$ cat config.mk
export PLATFORM = sky130hd
export DESIGN_NAME = pdc_port
export DESIGN_NICKNAME = d
export VERILOG_FILES = /design/src/logic/pdc_pkg.sv /design/src/logic/pdc_detect.sv /design/src/logic/pdc_port.sv
export VERILOG_INCLUDE_DIRS = /design/src /design/src/logic
export SDC_FILE = /design/constraint.sdc
export NUM_CORES = 1
export LEC_CHECK = 0
export BUFFER_PORTS_ARGS = -buffer_cell sky130_fd_sc_hd__buf_4
export CAP_MARGIN = 10
export CORE_MARGIN = 2
export CORE_UTILIZATION = 40
export DETAILED_ROUTE_END_ITERATION = 10
export GPL_ROUTABILITY_DRIVEN = 0
export PLACE_DENSITY = 0.7
export REMOVE_ABC_BUFFERS = 1
export SLEW_MARGIN = 20
export SYNTH_ARGS = -nofsm -noshare
export SYNTH_HDL_FRONTEND = slang
export SYNTH_SLANG_ARGS = --single-unit
$ cat constraint.sdc
create_clock -name aclk -period 2.95 [get_ports aclk]
set_clock_uncertainty 0.15 [all_clocks]
set_input_delay 0 -clock aclk [delete_from_list [all_inputs] [get_ports aclk]]
set_output_delay 0 -clock aclk [all_outputs]
set_load 0.02 [all_outputs]
$ cat src/logic/pdc_params.svh
// Overview of operation
// - Direction 0: driver off, reads return pin
// - Direction 1: driver on, reads return latch
// - Input pin pull follows its pull enable
// - Output pins never get a pull device
// - Pull-down only for selected rising-polarity pins
// - Slew bit limits slew on outputs only
// - Drive bit picks strength on outputs only
// - Flag bit 3 set by detection, writes ignored
// - Acknowledge bit 2 clears flag, reads zero
// - Request only when enable and flag set
// - Mode bit 0: edges only, or edges and levels
// - Edge select picks polarity and pull direction
// - Only selected pins can set the flag
// - Reset clears latches, all pins unpulled inputs
`ifndef PDC_PARAMS_SVH
`define PDC_PARAMS_SVH
// ============================================================
// Register byte offsets
`define PDC_OFF_DATA 12'h000
`define PDC_OFF_DIR 12'h004
`define PDC_OFF_PULL 12'h008
`define PDC_OFF_SLEW 12'h00c
`define PDC_OFF_DRIVE 12'h010
`define PDC_OFF_SC 12'h014
`define PDC_OFF_PSEL 12'h018
`define PDC_OFF_ESEL 12'h01c
// ============================================================
// Status/control field positions
`define PDC_SC_FLAG 3
`define PDC_SC_ACK 2
`define PDC_SC_IE 1
`define PDC_SC_MOD 0
// ============================================================
// Reset values
`define PDC_RST_BYTE 8'h00
`define PDC_RST_SLEW 8'h00
// ============================================================
// AXI responses
`define PDC_RESP_OKAY 2'b00
`define PDC_RESP_SLVERR 2'b10
`endif

$ cat src/logic/pdc_pkg.sv
package pdc_pkg;
  typedef logic [7:0] pdc_byte_t;
  typedef logic [1:0] pdc_resp_t;
endpackage

$ cat src/logic/pdc_detect.sv
`timescale 1ns/1ps
`include "pdc_params.svh"
module pdc_detect
  import pdc_pkg::*;
(
  input wire logic aclk,
  input wire logic aresetn,
  input wire pdc_byte_t pin_level,
  input wire pdc_byte_t irq_pin_select,
  input wire pdc_byte_t irq_edge_polarity_select,
  input wire logic edge_level_detect_mode,
  input wire logic ack_pulse,
  output logic pin_irq_flag
);
  pdc_byte_t prev_r;
  pdc_byte_t active;
  logic edge_hit;
  logic level_hit;
  logic hit;
  // Polarity folded so that 1 always means active level
  assign active = ~(pin_level ^ irq_edge_polarity_select);
  assign edge_hit = |(active & ~prev_r & irq_pin_select);
  assign level_hit = edge_level_detect_mode && |(active & irq_pin_select);
  assign hit = edge_hit || level_hit;
  always_ff @(posedge aclk)
  begin
    if (!aresetn)
      prev_r <= 8'hff;
    else
      prev_r <= active;
  end
  // Set beats acknowledge in the same cycle
  always_ff @(posedge aclk)
  begin
    if (!aresetn)
      pin_irq_flag <= 1'b0;
    else if (hit)
      pin_irq_flag <= 1'b1;
    else if (ack_pulse)
      pin_irq_flag <= 1'b0;
  end
endmodule // pdc_detect

$ cat src/logic/pdc_port.sv
`timescale 1ns/1ps
`include "pdc_params.svh"
module pdc_port
  import pdc_pkg::*;
(
  input wire logic aclk,
  input wire logic aresetn,
  input wire logic [11:0] s_axi_awaddr,
  input wire logic s_axi_awvalid,
  output logic s_axi_awready,
  input wire logic [31:0] s_axi_wdata,
  input wire logic [3:0] s_axi_wstrb,
  input wire logic s_axi_wvalid,
  output logic s_axi_wready,
  output logic [1:0] s_axi_bresp,
  output logic s_axi_bvalid,
  input wire logic s_axi_bready,
  input wire logic [11:0] s_axi_araddr,
  input wire logic s_axi_arvalid,
  output logic s_axi_arready,
  output logic [31:0] s_axi_rdata,
  output logic [1:0] s_axi_rresp,
  output logic s_axi_rvalid,
  input wire logic s_axi_rready,
  input wire pdc_byte_t pin_in,
  output pdc_byte_t pin_out,
  output pdc_byte_t pin_oe,
  output pdc_byte_t pull_up_en,
  output pdc_byte_t pull_down_en,
  output pdc_byte_t slew_limit_en,
  output pdc_byte_t high_drive_en,
  output logic pin_irq_request
);
  // ============================================================
  // Registers
  pdc_byte_t port_data_latch_r;
  pdc_byte_t pin_direction_r;
  pdc_byte_t pull_enable_r;
  pdc_byte_t slew_rate_enable_r;
  pdc_byte_t drive_strength_select_r;
  pdc_byte_t irq_pin_select_r;
  pdc_byte_t irq_edge_polarity_select_r;
  logic pin_irq_enable_r;
  logic edge_level_detect_mode_r;
  pdc_byte_t sync1_r;
  pdc_byte_t sync2_r;
  pdc_byte_t sync3_r;
  pdc_byte_t pin_level_r;
  logic pin_irq_flag;
  logic ack_pulse;
  // ============================================================
  // Bus handshake
  logic [11:0] awaddr_r;
  logic aw_held_r;
  pdc_byte_t wdata_r;
  logic wstrb0_r;
  logic w_held_r;
  logic do_write;
  logic rd_take;
  pdc_byte_t rd_byte;
  logic rd_ok;
  logic [11:0] rd_addr;

  function automatic logic addr_known(input logic [11:0] a);
    addr_known = (a == `PDC_OFF_DATA) || (a == `PDC_OFF_DIR) || (a == `PDC_OFF_PULL)
      || (a == `PDC_OFF_SLEW) || (a == `PDC_OFF_DRIVE) || (a == `PDC_OFF_SC)
      || (a == `PDC_OFF_PSEL) || (a == `PDC_OFF_ESEL);
  endfunction

  function automatic logic wr_hit(input logic [11:0] off);
    wr_hit = do_write && wstrb0_r && (awaddr_r == off);
  endfunction

  // A held pair is written only once the previous response has gone
  assign do_write = aw_held_r && w_held_r && !s_axi_bvalid;
  assign rd_take = s_axi_arvalid && s_axi_arready;
  // Word address; byte offsets within a word read the whole word
  assign rd_addr = {s_axi_araddr[11:2], 2'b00};
  assign ack_pulse = wr_hit(`PDC_OFF_SC) && wdata_r[`PDC_SC_ACK];

  always_ff @(posedge aclk)
  begin
    if (!aresetn)
    begin
      aw_held_r <= 1'b0;
      awaddr_r <= 12'h000;
      s_axi_awready <= 1'b0;
    end
    else if (do_write)
    begin
      aw_held_r <= 1'b0;
      s_axi_awready <= 1'b0;
    end
    else if (s_axi_awvalid && s_axi_awready)
    begin
      aw_held_r <= 1'b1;
      awaddr_r <= {s_axi_awaddr[11:2], 2'b00};
      s_axi_awready <= 1'b0;
    end
    else
      s_axi_awready <= !aw_held_r && !s_axi_bvalid;
  end

  always_ff @(posedge aclk)
  begin
    if (!aresetn)
    begin
      w_held_r <= 1'b0;
      wdata_r <= 8'h00;
      wstrb0_r <= 1'b0;
      s_axi_wready <= 1'b0;
    end
    else if (do_write)
    begin
      w_held_r <= 1'b0;
      s_axi_wready <= 1'b0;
    end
    else if (s_axi_wvalid && s_axi_wready)
    begin
      w_held_r <= 1'b1;
      wdata_r <= s_axi_wdata[7:0];
      wstrb0_r <= s_axi_wstrb[0];
      s_axi_wready <= 1'b0;
    end
    else
      s_axi_wready <= !w_held_r && !s_axi_bvalid;
  end

  always_ff @(posedge aclk)
  begin
    if (!aresetn)
    begin
      s_axi_bvalid <= 1'b0;
      s_axi_bresp <= `PDC_RESP_OKAY;
    end
    else if (do_write)
    begin
      s_axi_bvalid <= 1'b1;
      s_axi_bresp <= addr_known(awaddr_r) ? `PDC_RESP_OKAY : `PDC_RESP_SLVERR;
    end
    else if (s_axi_bready)
      s_axi_bvalid <= 1'b0;
  end

  // ============================================================
  // Register writes; byte lane 0 carries all fields
  always_ff @(posedge aclk)
  begin
    if (!aresetn)
    begin
      port_data_latch_r <= `PDC_RST_BYTE;
      pin_direction_r <= `PDC_RST_BYTE;
      pull_enable_r <= `PDC_RST_BYTE;
      slew_rate_enable_r <= `PDC_RST_SLEW;
      drive_strength_select_r <= `PDC_RST_BYTE;
      irq_pin_select_r <= `PDC_RST_BYTE;
      irq_edge_polarity_select_r <= `PDC_RST_BYTE;
      pin_irq_enable_r <= 1'b0;
      edge_level_detect_mode_r <= 1'b0;
    end
    else
    begin
      if (wr_hit(`PDC_OFF_DATA))
        port_data_latch_r <= wdata_r;
      if (wr_hit(`PDC_OFF_DIR))
        pin_direction_r <= wdata_r;
      if (wr_hit(`PDC_OFF_PULL))
        pull_enable_r <= wdata_r;
      if (wr_hit(`PDC_OFF_SLEW))
        slew_rate_enable_r <= wdata_r;
      if (wr_hit(`PDC_OFF_DRIVE))
        drive_strength_select_r <= wdata_r;
      if (wr_hit(`PDC_OFF_PSEL))
        irq_pin_select_r <= wdata_r;
      if (wr_hit(`PDC_OFF_ESEL))
        irq_edge_polarity_select_r <= wdata_r;
      if (wr_hit(`PDC_OFF_SC))
      begin
        pin_irq_enable_r <= wdata_r[`PDC_SC_IE];
        edge_level_detect_mode_r <= wdata_r[`PDC_SC_MOD];
      end
    end
  end

  // ============================================================
  // Pin input synchroniser; change accepted when stages 2 and 3 agree
  always_ff @(posedge aclk)
  begin
    if (!aresetn)
    begin
      sync1_r <= 8'h00;
      sync2_r <= 8'h00;
      sync3_r <= 8'h00;
      pin_level_r <= 8'h00;
    end
    else
    begin
      sync1_r <= pin_in;
      sync2_r <= sync1_r;
      sync3_r <= sync2_r;
      // Hold the accepted level while stages 2 and 3 disagree;
      // a pulse shorter than two clocks never reaches the detector
      pin_level_r <= (sync2_r & ~(sync2_r ^ sync3_r))
        | (pin_level_r & (sync2_r ^ sync3_r));
    end
  end

  pdc_detect u_detect (
    .aclk(aclk),
    .aresetn(aresetn),
    .pin_level(pin_level_r),
    .irq_pin_select(irq_pin_select_r),
    .irq_edge_polarity_select(irq_edge_polarity_select_r),
    .edge_level_detect_mode(edge_level_detect_mode_r),
    .ack_pulse(ack_pulse),
    .pin_irq_flag(pin_irq_flag)
  );

  // ============================================================
  // Read path
  // Decoded from the live address and registered at the handshake
  always_comb
  begin
    rd_ok = 1'b1;
    if (rd_addr == `PDC_OFF_DATA)
      rd_byte = (pin_direction_r & port_data_latch_r) | (~pin_direction_r & pin_level_r);
    else if (rd_addr == `PDC_OFF_DIR)
      rd_byte = pin_direction_r;
    else if (rd_addr == `PDC_OFF_PULL)
      rd_byte = pull_enable_r;
    else if (rd_addr == `PDC_OFF_SLEW)
      rd_byte = slew_rate_enable_r;
    else if (rd_addr == `PDC_OFF_DRIVE)
      rd_byte = drive_strength_select_r;
    else if (rd_addr == `PDC_OFF_SC)
      rd_byte = {4'h0, pin_irq_flag, 1'b0, pin_irq_enable_r, edge_level_detect_mode_r};
    else if (rd_addr == `PDC_OFF_PSEL)
      rd_byte = irq_pin_select_r;
    else if (rd_addr == `PDC_OFF_ESEL)
      rd_byte = irq_edge_polarity_select_r;
    else
    begin
      rd_byte = 8'h00;
      rd_ok = 1'b0;
    end
  end

  always_ff @(posedge aclk)
  begin
    if (!aresetn)
    begin
      s_axi_arready <= 1'b0;
      s_axi_rvalid <= 1'b0;
      s_axi_rdata <= 32'h0000_0000;
      s_axi_rresp <= `PDC_RESP_OKAY;
    end
    else if (rd_take)
    begin
      s_axi_arready <= 1'b0;
      s_axi_rvalid <= 1'b1;
      s_axi_rdata <= {24'h00_0000, rd_byte};
      s_axi_rresp <= rd_ok ? `PDC_RESP_OKAY : `PDC_RESP_SLVERR;
    end
    else if (s_axi_rvalid)
    begin
      if (s_axi_rready)
        s_axi_rvalid <= 1'b0;
    end
    else
      s_axi_arready <= 1'b1;
  end

  // ============================================================
  // Pad controls
  always_ff @(posedge aclk)
  begin
    if (!aresetn)
    begin
      pin_out <= 8'h00;
      pin_oe <= 8'h00;
      pull_up_en <= 8'h00;
      pull_down_en <= 8'h00;
      slew_limit_en <= 8'h00;
      high_drive_en <= 8'h00;
      pin_irq_request <= 1'b0;
    end
    else
    begin
      pin_out <= port_data_latch_r;
      pin_oe <= pin_direction_r;
      // Pull-down only on selected pins with rising polarity
      pull_up_en <= pull_enable_r & ~pin_direction_r
        & ~(irq_pin_select_r & irq_edge_polarity_select_r);
      pull_down_en <= pull_enable_r & ~pin_direction_r
        & irq_pin_select_r & irq_edge_polarity_select_r;
      slew_limit_en <= slew_rate_enable_r & pin_direction_r;
      high_drive_en <= drive_strength_select_r & pin_direction_r;
      pin_irq_request <= pin_irq_enable_r & pin_irq_flag;
    end
  end
endmodule // pdc_port

# Yosys cells after proc, flatten, opt, wreduce, memory -nomap -nowiden
# Cells that the tools add are included.
# word_totals
ff_bits	186
input_bits	75
output_inout_bits	90
# op_classes
eq_ne	14
muxes	25
bitwise	26
reduce_logical	41
# ops
op	count
8-bit AND	14
10-bit by 3-bit == test with 1-bit output, second input constant	8
8-bit 2-to-1 mux	8
10-bit by 2-bit == test with 1-bit output, second input constant	4
8-bit NOT	5
12-bit logical NOT	2
10-bit by 1-bit == test with 1-bit output, second input constant	2
1-bit logical AND	18
8-bit OR	2
8-bit OR reduction	2
8-bit XOR	2
1-bit 2-to-1 mux	15
1-bit logical OR	8
3-bit OR reduction	2
2-bit 2-to-1 mux	2
2-bit AND reduction	2
2-bit nonzero test	2
2-bit OR reduction	2
1-bit logical NOT	3
1-bit NOT	2
1-bit AND	1

# Depth between registers and ports, before layout
# depth
ltp_word	10
ltp_mapped	7
depth_no_buf	5

# Hierarchy
# From an unflattened synthesis, not the netlist that was laid out.
# hier_totals
hier_cells	721
hier_area_um2	7068.0
# by_module_without_submodules
mod	instances	cells_per_inst	area_each_um2	seq_area_each_um2
pdc_port	1	672	6657.6	3503.4
pdc_detect	1	49	410.4	180.2

# Worst setup path before layout
# No wires, ideal clock.
# synth_path
path_type	reg2reg
startpoint	reg awaddr_r[7]
endpoint	reg pin_direction_r[0]
setup_ns	0.132
arrival_time_ns	2.007
required_ns	2.668
path_slack_ns	0.661
stages_incl_launch_ff	8
path_buffers	2
path_cell_list	dfxtp_1 -> or4_4 -> or4_4 -> buf_6 -> or3_1 -> buf_2 -> nand2_1 -> a21oi_1
# synth_via
elab_chain_len	2
# synth_lines
element	line	text
start: declaration	pdc_port.sv:53	logic [11:0] awaddr_r;
start signal: assignment	pdc_port.sv:97	awaddr_r <= {s_axi_awaddr[11:2], 2'b00};
10-bit by 1-bit == test with 1-bit output	pdc_port.sv:71	wr_hit = do_write && wstrb0_r && (awaddr_r == off);
1-bit logical AND	pdc_port.sv:71	
end signal: assignment	pdc_port.sv:152	pin_direction_r <= `PDC_RST_BYTE;
end signal: assignment	pdc_port.sv:166	pin_direction_r <= wdata_r;
end: declaration	pdc_port.sv:37	pdc_byte_t pin_direction_r;
# Every way passes these cells.
# A chain may end at the register's enable or synchronous reset.

# Worst setup path in the final report
# layout_path
startpoint	in s_axi_araddr[7]
endpoint	reg s_axi_rresp[1]
# layout_via
elab_chain_len	10
elab_cells_between_ends	17
# layout_lines
element	line	text
start: declaration	pdc_port.sv:18	input wire logic [11:0] s_axi_araddr,
10-bit by 3-bit == test with 1-bit output (no line)	-	
1-bit 2-to-1 mux	pdc_port.sv:239	else if (rd_addr == `PDC_OFF_ESEL)
1-bit 2-to-1 mux	pdc_port.sv:237	else if (rd_addr == `PDC_OFF_PSEL)
1-bit 2-to-1 mux	pdc_port.sv:235	else if (rd_addr == `PDC_OFF_SC)
1-bit 2-to-1 mux	pdc_port.sv:233	else if (rd_addr == `PDC_OFF_DRIVE)
1-bit 2-to-1 mux	pdc_port.sv:231	else if (rd_addr == `PDC_OFF_SLEW)
1-bit 2-to-1 mux	pdc_port.sv:229	else if (rd_addr == `PDC_OFF_PULL)
1-bit 2-to-1 mux	pdc_port.sv:227	else if (rd_addr == `PDC_OFF_DIR)
1-bit 2-to-1 mux (*)	pdc_port.sv:225	if (rd_addr == `PDC_OFF_DATA)
2-bit 2-to-1 mux (no line) (*)	-	
end signal: assignment	pdc_port.sv:255	s_axi_rresp <= `PDC_RESP_OKAY;
end signal: assignment	pdc_port.sv:262	s_axi_rresp <= rd_ok ? `PDC_RESP_OKAY : `PDC_RESP_SLVERR;
end: declaration	pdc_port.sv:22	output logic [1:0] s_axi_rresp,
# Mark *: on every way between the ends. The rest lies on a longest branch, timed or not.

==> run_results.csv <==
group,metric,value,unit
hold_path,hold_path_class,"primary input to flip-flop",
route,drt_iter0_markers,421,
worst_setup_path,worst_setup_path_end_kind,"flip-flop",
timing,finalWorstSetupSlack,0.205,ns
hold_path,hp-start,"s_axi_araddr[3]",
timing,setup_viol_count_final,0,
synthesis,avgSynthCellArea,9.19,um^2
worst_setup_path,startpoint,"s_axi_araddr[7]",
finish,drive_gt1_share,18.4,%
grt,grt_antenna_before_repair,0,
placed_design,dp_hpwl,11.0,mm
synthesis,synth_top_family_by_area,"simple AND/OR/NAND/NOR gates",
synthesis,ys_top_cells_by_count,"184 x dfxtp_1, 120 x nand2_1, 95 x a21oi_1",
synthesis,synth_compound_area_share,12.0,%
synthesis,yosysTopAreaCell,"dfxtp_1",
finish,syn_to_final_growth,29.0,%
finish,nNetsFinal,969,
synthesis,yosysWarnings,0,
worst_setup_path,crit_type,"primary input to flip-flop",
clock_tree,post_cts_buffers,0,
synthesis,yosysUniqueCellTypes,46,
worst_setup_path,crit_chain,"dlygate4sd3_1 > buf_4 > nor4_2 > dlygate4sd3_1 > nor2_1 > dlygate4sd3_1 > a21oi_1 > dlygate4sd3_1 > nor2_1",
die,io_pins,165,
timing,tightest_slew,0.964,ns
timing,drv_slew,0,
power,total_leakage_power,3.52,nW
route,vias,5578,
timing,tns,0,ns
synthesis,synth-adder-area-share,0,%
worst_setup_path,max_stage_delay,0.61,ns
timing,period_share,93.0,%
synthesis,synth.most_common_cell,"dfxtp_1",
clock_tree,clkSinkCount,184,
grt,gr-total-overflow,0,
finish,diodes,0,
power,ir_drop,455,uV
worst_setup_path,path_max_fanout,2,
route,avgViaCountPerCell,4.93,
timing,final_hold_viol_count,0,
synthesis,yosysSeqAreaShare,53.3,%
placed_design,pre_cts_slack,0.357,ns
synthesis,synth-edff-count,0,
worst_setup_path,timing.rr.start,"awaddr_r[7]",
worst_setup_path,critPathBufInv,5,
run_status,status,"finished clean",
worst_setup_path,cp_common_cell,"dlygate4sd3_1",
placed_design,placed_area,7810,um^2
worst_setup_path,required,3.09,ns
worst_setup_path,worst_setup_path_start_kind,"primary input",
power,powerDensity,591,nW/um^2
run,maxCapViolations,0,
synthesis,netlist_instances,752,
timing,rsz0062_at_grt,"no",
clock_tree,clockRootBuffer,"clkbuf_16",
placed_design,placed_cells,1053,
synthesis,synth_flop_cell,"dfxtp_1",
synthesis,synthTopCellsByArea,"dfxtp_1 53%, a21oi_1 6.9%, nand2_1 6.5%",
timing,fmax,364,MHz
finish,largest_reg_flops,10,
clock_tree,clk_pin_slew,0.06,ns
die,die_w,135,um
timing,relSlewSlack,35.6,%
clock_tree,cts-buffers-inserted,17,
finish,largest_register,"awaddr_r",
synthesis,synth_xor_area_share,1.01,%
placed_design,portBuffers,107,
synthesis,synthMuxAreaShare,6.77,%
clock_tree,htreeDepth,4,
grt,grt_first_pass_wirelength,27.1,mm
clock_tree,clk_path_buf_depth,2,
synthesis,ys_seq_elements,184,
worst_setup_path,cp_top_family,"buffers and inverters",
die,initial_core_util,40.4,%
synthesis,synthArstFlopShare,0,%
clock_tree,cts_tree,"built",
route,wl_per_cell,15.3,um
grt,track_usage,19.3,%
finish,fin_area,8920,um^2
worst_setup_path,slowest_stage,"dlygate4sd3_1",
route,remaining_drc_errors,0,
worst_setup_path,worstPathArrival,2.88,ns
clock_tree,clock_latency,0.43,ns
route,ant_nets,0,
synthesis,synthSimpleGateAreaFrac,20.7,%
route,routed_wl,17.3,mm
die,coreArea,17100,um^2
grt,grt_pass1_vias,5229,
synthesis,netlist_area,6910,um^2
timing,period_minus_slack,2.74,ns
finish,stdcell_count,1131,
die,fp-row-count,48,
die,chipHeight,135,um
synthesis,synth_top_area_share,53.3,%
die,dieArea,18300,um^2
route,firstDrtPassIters,5,
grt,grt_max_degree,38,
## kinds of logic after synthesis
| kind of cell | Yosys count |
|---|---|
| AO/OA/AOI/OAI | 145 |
| multiplexers | 43 |
| flip-flops | 184 |
| buffers and inverters | 85 |
| AND/OR/NAND/NOR | 286 |
| other | 1 |
| XOR/XNOR | 8 |
## per-stage QoR
| stage | hold slack (ns) | power (W) | utilization (%) |
|---|---|---|---|
| floorplan | -0.0881 | 0.00273 | - |
| global placement | 0.0585 | 0.00286 | 45.7 |
| detailed placement | 0.0608 | 0.00287 | 45.7 |
| CTS | 0.124 | 0.00531 | 52.1 |
| global route | 0.158 | 0.00544 | 52.1 |
| finish | 0.162 | 0.00527 | 52.1 |
## cell usage in the layout (no fill, tap or decap), types with 3 or more instances in the layout
cell type,instances
dlygate4sd3_1,47
or3_1,11
and3_1,22
and2_1,40
nor2_1,46
nor2b_1,3
nand2_1,120
a31oi_1,3
or2_2,5
buf_4,118
o221ai_1,3
nor2_4,3
a22oi_1,5
nor3_1,3
bufinv_16,4
o21ai_0,12
mux4_2,3
nand2b_1,15
xor2_1,5
a21oi_1,95
conb_1,26
mux2i_1,40
clkinvlp_4,3
inv_1,17
xnor2_1,3
clkbuf_16,17
dfxtp_1,184
o22ai_1,9
nand4_1,3
a22o_1,13
## timing repair
item / CTS / global route
hold buffers: 47 / 0
endpoints found under the hold margin: 63 / 0
endpoints found under the setup margin: 0 / 1
gates resized for setup: 0 / 1
## final cells by class
class | count | area, um^2
clock buffer | 20 | 457
clock inverter | 11 | 170
fill | 1541 | 8200
inverter | 18 | 67.6
multi-input combinational | 508 | 2900
sequential | 184 | 3680
tap | 225 | 282
timing repair buffer | 165 | 1360
## metal layers
layer | global-route usage, % | part of all wire, % | vias to the layer above
met1 | 26.2 | 46 | 2596
met4 | 7.93 | 2.1 | 0
met5 | 0 | 0 | -
met3 | 4.64 | 7.3 | 26
li1 | - | - | 2754
met2 | 29.6 | 45 | 202
## report_power, final
group / internal (W) / switching, W
logic: 0.000137 / 0.000177
clock network: 0.00146 / 0.000949
registers: 0.00252 / 0.0000326
## path summary, 6_finish.rpt
check                                             endpoint  slack [ns]  cells after the start
worst max-delay path                        s_axi_rresp[1]        0.21                      9
worst min-delay path                        s_axi_rdata[4]        0.16                      4
worst max register to register  drive_strength_select_r[4]        0.35                      5
worst min register to register                  sync2_r[3]        0.28                      1
## worst register-to-register path, stage by stage (launching register included)
cell,delay (ns)
dfxtp_1,0.31
or4_4,0.55
or4_1,0.62
nor2_4,0.50
mux2i_1,0.27
nor2_1,0.05
Note: power is estimated with default switching activity, not from simulation.
